**src/verilog/decode_pkg.sv**
```systemverilog
/*
 Package for the paged address decode block: address windows, page
 numbers, space-map bit positions and the bus-side carrier types.
 Assumes a 16-bit core address and an 8-bit page register.
*/
package decode_pkg;

   localparam int unsigned ADDR_W = 16;
   localparam int unsigned PAGE_W = 8;
   localparam int unsigned MAIN_SEGS = 8;
   localparam int unsigned BOOT_SEGS = 4;
   localparam int unsigned PAGE_BITS_MAX = 4;

   // Main flash: 32K segment per page in upper memory
   localparam logic [15:0] MAIN_LO = 16'h8000;
   localparam logic [15:0] MAIN_HI = 16'hffff;
   // Boot flash: four 8K segments in lower memory, page independent
   localparam logic [15:0] BOOT_BASE = 16'h0000;
   localparam logic [15:0] BOOT_SPAN = 16'h2000;
   // SRAM 8K in data space
   localparam logic [15:0] SRAM_LO = 16'h2000;
   localparam logic [15:0] SRAM_HI = 16'h3fff;
   // I/O register block, 256 bytes in data space
   localparam logic [15:0] IOREG_LO = 16'h4000;
   localparam logic [15:0] IOREG_HI = 16'h40ff;
   // Repeater windows and display window
   localparam logic [15:0] REP0_LO = 16'h0300;
   localparam logic [15:0] REP0_HI = 16'h03ff;
   localparam logic [15:0] REP1_LO = 16'h0400;
   localparam logic [15:0] REP1_HI = 16'h04ff;
   localparam logic [15:0] DISP_LO = 16'h0300;
   localparam logic [15:0] DISP_HI = 16'h03ff;

   // Space-map register layout and power-up value
   localparam int unsigned MAP_MAIN_CODE = 0;
   localparam int unsigned MAP_MAIN_DATA = 1;
   localparam int unsigned MAP_BOOT_CODE = 2;
   localparam int unsigned MAP_BOOT_DATA = 3;
   localparam logic [3:0]  MAP_RESET     = 4'h6;
   localparam logic [7:0]  PAGE_RESET    = 8'h00;

   typedef struct packed {
      logic [15:0] addr;
      logic        rd_n;
      logic        wr_n;
      logic        fetch_n;
      logic        latch;
   } core_bus_t;

   typedef struct packed {
      logic [7:0] main_sel;
      logic [3:0] boot_sel;
      logic       sram_sel;
      logic       ioreg_sel;
   } mem_sel_t;

endpackage

```
**src/verilog/paged_memory_decode.sv**
```systemverilog
/*
 Paged address decode: turns the core address, strobes, page register
 and space-map register into per-segment memory selects, a data-bus
 repeater on an external port and two display glue outputs.
 Assumes the core bus inputs are synchronous to clk; the port pins of
 the repeater come from outside and are synchronised here.
*/
`timescale 1ns/1ps
`default_nettype none

module paged_memory_decode #(
   parameter int unsigned PAGE_BITS = 3
) (
   input  wire logic                  clk,          // 20 MHz core clock
   input  wire logic                  rst,          // Sync reset, high
   input  wire decode_pkg::core_bus_t bus_in,       // Core addr/strobes
   input  wire logic [7:0]            core_data_out, // Core write data
   input  wire logic                  peripheral_io_mode, // Port A mode
   input  wire logic                  page_wr,      // Page reg write
   input  wire logic [7:0]            page_wdata,   // Page reg data
   input  wire logic                  map_wr,       // Space-map write
   input  wire logic [3:0]            map_wdata,    // Space-map data
   input  wire logic [7:0]            port_in,      // Port pins in
   output logic [7:0]                 port_out,     // Port pins out
   output logic [7:0]                 port_oe_n,    // Port drive, low on
   output logic [7:0]                 core_data_in, // Data to core
   output logic                       core_data_drive, // Core bus drive
   output decode_pkg::mem_sel_t       mem_sel,      // Internal selects
   output logic [3:0]                 space_map_register, // Map readback
   output logic [3:0]                 page_bits,    // Paging bits
   output logic [3:0]                 spare_page_register_bits, // Spare
   output logic                       display_strobe, // Display enable
   output logic                       display_read_write // Display r/w
);

   ////////////////////////////////////////////////////////////////////
   // Registers

   logic [7:0] page_reg;
   logic [3:0] map_reg;
   logic [7:0] port_meta_reg;
   logic [7:0] port_sync_reg;

   always_ff @(posedge clk) begin
      if (rst) begin
         page_reg <= decode_pkg::PAGE_RESET;
         map_reg  <= decode_pkg::MAP_RESET;
      end else begin
         if (page_wr) begin
            page_reg <= page_wdata;
         end
         if (map_wr) begin
            map_reg <= map_wdata;
         end
      end
   end

   // Pins are asynchronous to the core; two stages before use
   always_ff @(posedge clk) begin
      if (rst) begin
         port_meta_reg <= 8'h00;
         port_sync_reg <= 8'h00;
      end else begin
         port_meta_reg <= port_in;
         port_sync_reg <= port_meta_reg;
      end
   end

   ////////////////////////////////////////////////////////////////////
   // Decode helpers

   function automatic logic in_range(input logic [15:0] a,
                                     input logic [15:0] lo,
                                     input logic [15:0] hi);
      in_range = (a >= lo) && (a <= hi);
   endfunction

   // Only the low PAGE_BITS of the page register take part
   function automatic logic page_match(input logic [7:0] pg,
                                       input logic [3:0] num);
      logic [3:0] mask;
      mask = 4'((5'h01 << PAGE_BITS) - 5'h01);
      page_match = ((pg[3:0] & mask) == (num & mask));
   endfunction

   ////////////////////////////////////////////////////////////////////
   // Space qualification

   wire [15:0] a = bus_in.addr;
   wire data_acc = !bus_in.rd_n || !bus_in.wr_n;
   wire code_acc = !bus_in.fetch_n;
   // Fixed qualification: latch phase carries address, never data
   wire strobe_ok = !bus_in.latch;

   wire main_in_data = map_reg[decode_pkg::MAP_MAIN_DATA];
   wire main_in_code = map_reg[decode_pkg::MAP_MAIN_CODE];
   wire boot_in_data = map_reg[decode_pkg::MAP_BOOT_DATA];
   wire boot_in_code = map_reg[decode_pkg::MAP_BOOT_CODE];

   wire main_space = strobe_ok && ((main_in_data && data_acc)
                     || (main_in_code && code_acc));
   wire boot_space = strobe_ok && ((boot_in_code && code_acc)
                     || (boot_in_data && data_acc));
   wire data_space = strobe_ok && data_acc;

   ////////////////////////////////////////////////////////////////////
   // Segment selects

   wire main_win = in_range(a, decode_pkg::MAIN_LO, decode_pkg::MAIN_HI);
   logic [7:0] main_sel_w;
   logic [3:0] boot_sel_w;

   genvar gi;
   generate
      for (gi = 0; gi < decode_pkg::MAIN_SEGS; gi++) begin : g_main
         assign main_sel_w[gi] = main_space && main_win
                   && page_match(page_reg, 4'(gi));
      end
      for (gi = 0; gi < decode_pkg::BOOT_SEGS; gi++) begin : g_boot
         localparam logic [15:0] LO =
            16'(decode_pkg::BOOT_BASE + gi * decode_pkg::BOOT_SPAN);
         localparam logic [15:0] HI =
            16'(LO + decode_pkg::BOOT_SPAN - 16'h0001);
         assign boot_sel_w[gi] = boot_space && in_range(a, LO, HI);
      end
   endgenerate

   wire sram_sel_w = data_space
        && in_range(a, decode_pkg::SRAM_LO, decode_pkg::SRAM_HI);
   wire ioreg_sel_w = data_space
        && in_range(a, decode_pkg::IOREG_LO, decode_pkg::IOREG_HI);

   ////////////////////////////////////////////////////////////////////
   // Repeater and display glue

   wire rep_sel0 = in_range(a, decode_pkg::REP0_LO, decode_pkg::REP0_HI);
   wire rep_sel1 = in_range(a, decode_pkg::REP1_LO, decode_pkg::REP1_HI);
   wire rep_on = peripheral_io_mode && (rep_sel0 || rep_sel1);
   wire rep_write = rep_on && !bus_in.wr_n;
   wire rep_read = rep_on && !bus_in.rd_n && bus_in.wr_n;
   // External select: strobes written out explicitly
   wire disp_w = in_range(a, decode_pkg::DISP_LO, decode_pkg::DISP_HI)
                 && (!bus_in.rd_n || !bus_in.wr_n);

   ////////////////////////////////////////////////////////////////////
   // Output registers; one cycle behind the bus, traded for clean edges

   always_ff @(posedge clk) begin
      if (rst) begin
         mem_sel            <= '0;
         port_out           <= 8'h00;
         port_oe_n          <= 8'hff;
         core_data_in       <= 8'h00;
         core_data_drive    <= 1'b0;
         display_strobe     <= 1'b0;
         display_read_write <= 1'b0;
      end else begin
         mem_sel.main_sel   <= main_sel_w;
         mem_sel.boot_sel   <= boot_sel_w;
         mem_sel.sram_sel   <= sram_sel_w;
         mem_sel.ioreg_sel  <= ioreg_sel_w;
         port_out           <= core_data_out;
         port_oe_n          <= {8{!rep_write}};
         core_data_in       <= port_sync_reg;
         core_data_drive    <= rep_read;
         display_strobe     <= disp_w;
         display_read_write <= a[0];
      end
   end

   assign space_map_register       = map_reg;
   assign page_bits                = page_reg[3:0];
   assign spare_page_register_bits = page_reg[7:4];

endmodule

`default_nettype wire

```
**config.mk**
```make
export PLATFORM = sky130hd
export DESIGN_NAME = paged_memory_decode
export DESIGN_NICKNAME = d
export VERILOG_FILES = /design/src/verilog/decode_pkg.sv /design/src/verilog/paged_memory_decode.sv
export SDC_FILE = /design/constraint.sdc
export NUM_CORES = 1
export LEC_CHECK = 0
export BUFFER_PORTS_ARGS = -buffer_cell sky130_fd_sc_hd__buf_2
export CAP_MARGIN = 20
export CORE_ASPECT_RATIO = 0.9
export CORE_UTILIZATION = 44
export CTS_CLUSTER_DIAMETER = 30
export DETAILED_ROUTE_END_ITERATION = 8
export GPL_TIMING_DRIVEN = 0
export PLACE_DENSITY = 0.85
export SETUP_SLACK_MARGIN = 0.4
export SYNTH_ARGS = -nofsm -noshare
export SYNTH_HDL_FRONTEND = slang
export SYNTH_SLANG_ARGS = --single-unit
```
**constraint.sdc**
```tcl
create_clock -name clk -period 1.7 [get_ports clk]
set_clock_uncertainty 0.1 [all_clocks]
set_input_delay 0.34 -clock clk [delete_from_list [all_inputs] [get_ports clk]]
set_output_delay 0.34 -clock clk [all_outputs]
set_load 0.05 [all_outputs]
```
## After elaboration in Yosys (flattened, before gate mapping)

Index checks and enable logic that the tools add are counted.

| storage, ports and cells | value |
|---|---|
| register bits after elaboration | 62 |
| output and inout bits | 53 |
| word-level logic and storage cells | 81 |

| operators by class | value |
|---|---|
| $lt $le $gt $ge | 15 |
| equality and inequality tests | 7 |
| reductions and logical operators | 45 |

Operator list:

| kind | number |
|---|---|
| $le A16 B15 Y1 const B | 3 |
| $logic_and A1 B1 Y1 | 35 |
| $ge A16 B15 Y1 const B | 2 |
| $ge A16 B1 Y1 const B | 1 |
| $ge A16 B10 Y1 const B | 1 |
| $ge A16 B11 Y1 const B | 1 |
| $ge A16 B14 Y1 const B | 1 |
| $ge A16 B16 Y1 const B | 1 |
| $le A16 B10 Y1 const B | 1 |
| $le A16 B11 Y1 const B | 1 |
| $le A16 B13 Y1 const B | 1 |
| $le A16 B14 Y1 const B | 1 |
| $le A16 B16 Y1 const B | 1 |
| $eq A3 B3 Y1 const B | 4 |
| $eq A3 B2 Y1 const B | 2 |
| $logic_not A1 Y1 | 5 |
| $logic_not A4 Y1 | 1 |
| $logic_or A1 B1 Y1 | 4 |
| $eq A3 B1 Y1 const B | 1 |

## Depth between registers and ports, before layout

| logic depth | value |
|---|---|
| depth after elaboration | 7 |
| depth in mapped cells | 3 |

## Worst setup path before layout

No wires, ideal clock.

| timing path | value |
|---|---|
| path kind | register to register |
| start point | register page_reg[0] |
| end point | register mem_sel[6] (netlist name) |
| library setup time | 0.100 ns |
| data arrival time | 1.407 ns |
| required time | 1.500 ns |
| slack | 0.094 ns |
| stages on the path, launching flop included | 3 |
| buffers on the path | 0 |
| cells stage by stage | dfxtp_1 -> or4b_4 -> a2111oi_4 |

| between the ends | value |
|---|---|
| word-level cells in the longest chain between the ends | 2 |

RTL lines:

| element | line | source |
|---|---|---|
| start: declaration | paged_memory_decode.sv:39 | `logic [7:0] page_reg;` |
| start signal: assignment | paged_memory_decode.sv:46 | `page_reg <= decode_pkg::PAGE_RESET;` |
| start signal: assignment | paged_memory_decode.sv:50 | `page_reg <= page_wdata;` |
| $logic_not A4 Y1 | paged_memory_decode.sv:83 | `page_match = ((pg[3:0] & mask) == (num & mask));` |
| $logic_and A1 B1 Y1 | paged_memory_decode.sv:117 | `&& page_match(page_reg, 4'(gi));` |
| end: declaration | paged_memory_decode.sv:28 | `output decode_pkg::mem_sel_t mem_sel,` |

Every way passes these cells.
A chain may end at the register's enable or synchronous reset.

## Final worst setup path

| timing path | value |
|---|---|
| start point | register port_oe_n[0] (netlist name) |
| end point | output port_oe_n[3] |

RTL lines:

| element | line | source |
|---|---|---|
| end: declaration | paged_memory_decode.sv:25 | `output logic [7:0] port_oe_n,` |

No word-level cell between the ends.

==> impl_metrics.py <==
metrics = {
    "floorplan": {
        "die_height_microns": 66.6,
        "core_sq_mm": 0.00446,
        "die_w_microns": 73.7,
        "rows": 23,
        "die_area_sq_mm": 0.00491,
        "boundaryPins": 106,
        "start_util_pct": 45.7,
    },
    "synthesis": {
        "yosysWarningCount": 0,
        "ys_seq_elements": 62,
        "synth_top_flop_cell": "dfxtp_1",
        "synth_top_area_share_pct": 60.9,
        "netlist_instances": 173,
        "synth_edf_count": 0,
        "synth-seq-area-share_pct": 60.9,
        "synthArstFlopShare_pct": 0,
        "ys_types": 30,
        "syn_nets": 226,
        "synthTopCellsByArea": "dfxtp_1, nor2b_1, mux2i_1",
        "syn_area_sq_mm": 0.00204,
        "synth.avg_cell_area_sq_um": 11.8,
        "synth_top_area_cell": "dfxtp_1",
    },
    "worst_setup_path": {
        "end_kind": "output pin",
        "r2r_slack_ns": 0.39,
        "cp_data_required_time_ns": 1.26,
        "crit_chain": "buf_4, buf_8",
        "critPathArrivalTime_ns": 0.97,
        "crit_type": "flip-flop to output pin",
        "cp_slowest_cell": "dfxtp_4",
        "path_max_fanout": 8,
        "reg2reg_depth": 2,
        "max_stage_delay_ns": 0.37,
        "crit_path_start_kind": "flip-flop",
    },
    "drt": {
        "met1Wirelength_microns": 1970,
        "topRoutingLayerUsed": "met4",
        "drtAntennaViolNets": 0,
        "drt_first_pass_iters": 4,
        "dr_wl_met3_microns": 271,
        "drc_errors": 0,
        "dr_wl_met2_microns": 2270,
        "wire_per_inst_microns": 13.0,
        "drt_wl_total_microns": 4580,
        "via_per_inst": 4.57,
        "drt_iter0_markers": 47,
        "vias": 1604,
    },
    "cells_and_area": {
        "final_nets": 337,
        "drive_above_1_share_pct": 50.5,
        "layout.cells.most_common": "dfxtp_1",
        "antenna_cells": 0,
        "final_cell_mix": "dfxtp_1, buf_2, nor2b_1",
        "utilization_pct": 71.0,
        "layout-area-overhead-vs-synth_pct": 55.5,
        "final.fill_count": 341,
        "largest_register_ff_count": 14,
        "largest_register": "mem_sel",
    },
    "sta": {
        "setup_tns_ns": 0,
        "rsz0062_at_grt": "true",
        "setup_viol": 0,
        "max_freq_ghz": 0.709,
        "tightest_slew_ns": 0.553,
        "hold_viol": 0,
        "fin_crit_ns": 1.41,
        "slew_violations": 0,
        "min_period_over_period_pct": 83.0,
        "timing.slew.headroom_pct": 63.1,
    },
    "power_and_ir_drop": {
        "switching_share_pct": 26.3,
        "power_switching_w": 0.000817,
        "intPower_w": 0.00229,
        "pwr-share-seq_pct": 49.4,
        "p_comb_share_pct": 13.4,
        "power_density_mw_per_mm2": 980,
        "power_w": 0.00311,
        "power_frac_clock_pct": 37.3,
        "p_leak_nw": 1.39,
        "vdd_drop_max_mv": 0.653,
    },
    "global_route": {
        "grt_pass1_wl_microns": 6890,
        "grt_overflow": 0,
        "track_usage_pct": 19.2,
        "grt_max_degree": 11,
        "antenna_found_initial": 0,
        "grt_pass1_vias": 1564,
    },
    "hold_path": {
        "min_path_type": "primary input to flip-flop",
        "min_path_cells": 2,
    },
    "clock_tree": {
        "cts_tree": "done",
        "clk_latency_ns": 0.33,
        "htree_num_levels": 3,
        "numCtsBuffers": 9,
        "clock-sinks": 62,
        "path_clk_slew_ns": 0.07,
        "clk_root_buffer_cell": "clkbuf_8",
        "ctsLongestPathBuffers": 2,
    },
    "job": {
        "drv_cap": 0,
    },
    "outcome": {
        "status": "complete, no violations",
    },
    "placed_design": {
        "numPortBuffers": 97,
        "place_hpwl_microns": 2960,
        "place.gp.congestion": 0.807,
    },
}
## worst max-delay path, delay by kind of cell (launching register included)
family	cells	cell delay (ns)
buffers and inverters	2	0.28
flip-flops	1	0.37
## final timing paths
kind	start	to
setup / recovery	port_oe_n[0]	port_oe_n[3]
hold / removal	port_in[7]	port_meta_reg[7]
setup reg to reg	space_map_register[1]	mem_sel[10]
hold reg to reg	port_meta_reg[1]	port_sync_reg[1]
## layout make-up
| cell class | count | area, sq um | area share (%) |
|---|---|---|---|
| flip-flops and latches | 62 | 1270 | 40.2 |
| repair buffers | 100 | 806 | 25.4 |
| multi-input cells | 96 | 746 | 23.5 |
| clock buffers | 13 | 160 | 5.06 |
| plain buffers | 14 | 82.6 | 2.61 |
| well taps | 62 | 77.6 | 2.45 |
| clock inverters | 3 | 17.5 | 0.553 |
| inverters | 1 | 3.75 | 0.118 |
## synth_stat cells (2+ instances only)
cell type and n:
a2111oi_0 5, a211o_1 2, a211oi_1 7, buf_4 7, clkbuf_1 5, dfxtp_1 62, mux2i_1 10, nand2b_1 5
nand4bb_1 2, nor2_1 10, nor2b_1 35, nor4_1 2, or3_1 3, or3b_2 2
## power by group through the flow
| stage | combinational (W) | sequential, W | clock, W |
|---|---|---|---|
| after floorplan | 0.000106 | 0.00169 | 0 |
| after global placement | 0.000345 | 0.00156 | 0 |
| after detailed placement | 0.000354 | 0.00156 | 0 |
| after CTS | 0.000402 | 0.00153 | 0.00117 |
| after global routing | 0.000444 | 0.00154 | 0.00123 |
| final | 0.000416 | 0.00153 | 0.00116 |
## per-layer routing
layer,up-vias,GRT usage [%]
met3,6,5.75
li1,817,-
met4,0,10.1
met1,722,21.7
met5,-,0
met2,59,32.6
## logic make-up after synthesis
logic type / Yosys count / synth area share, %
AOI/OAI and AO/OA: 20 / 9.58
and+or+nand+nor: 66 / 20.5
buffers and inverters: 15 / 4.11
muxes: 10 / 4.91
DFF: 62 / 60.9
## timing repair
| item | CTS | global route |
|---|---|---|
| endpoints found under the hold margin | 0 | 0 |
| gates resized for setup | 81 | 34 |
| endpoints found under the setup margin | 56 | 38 |
| hold buffers | 0 | 0 |
| gates cloned | 0 | 0 |
| pin swaps | 2 | 2 |
| setup buffers | 3 | 0 |
## stage by stage
stage               instances  worst slack (ns)  area, sq um  hold WS, ns
floorplan                 173             0.266         2060        0.314
global placement          332             0.168         2630        0.316
detailed placement        332             0.165         2630        0.322
CTS                       351             0.282         3060        0.103
global route              351             0.268         3170        0.111
finish                    351             0.289         3170        0.117
No activity file was read; power rests on OpenSTA's default activity.
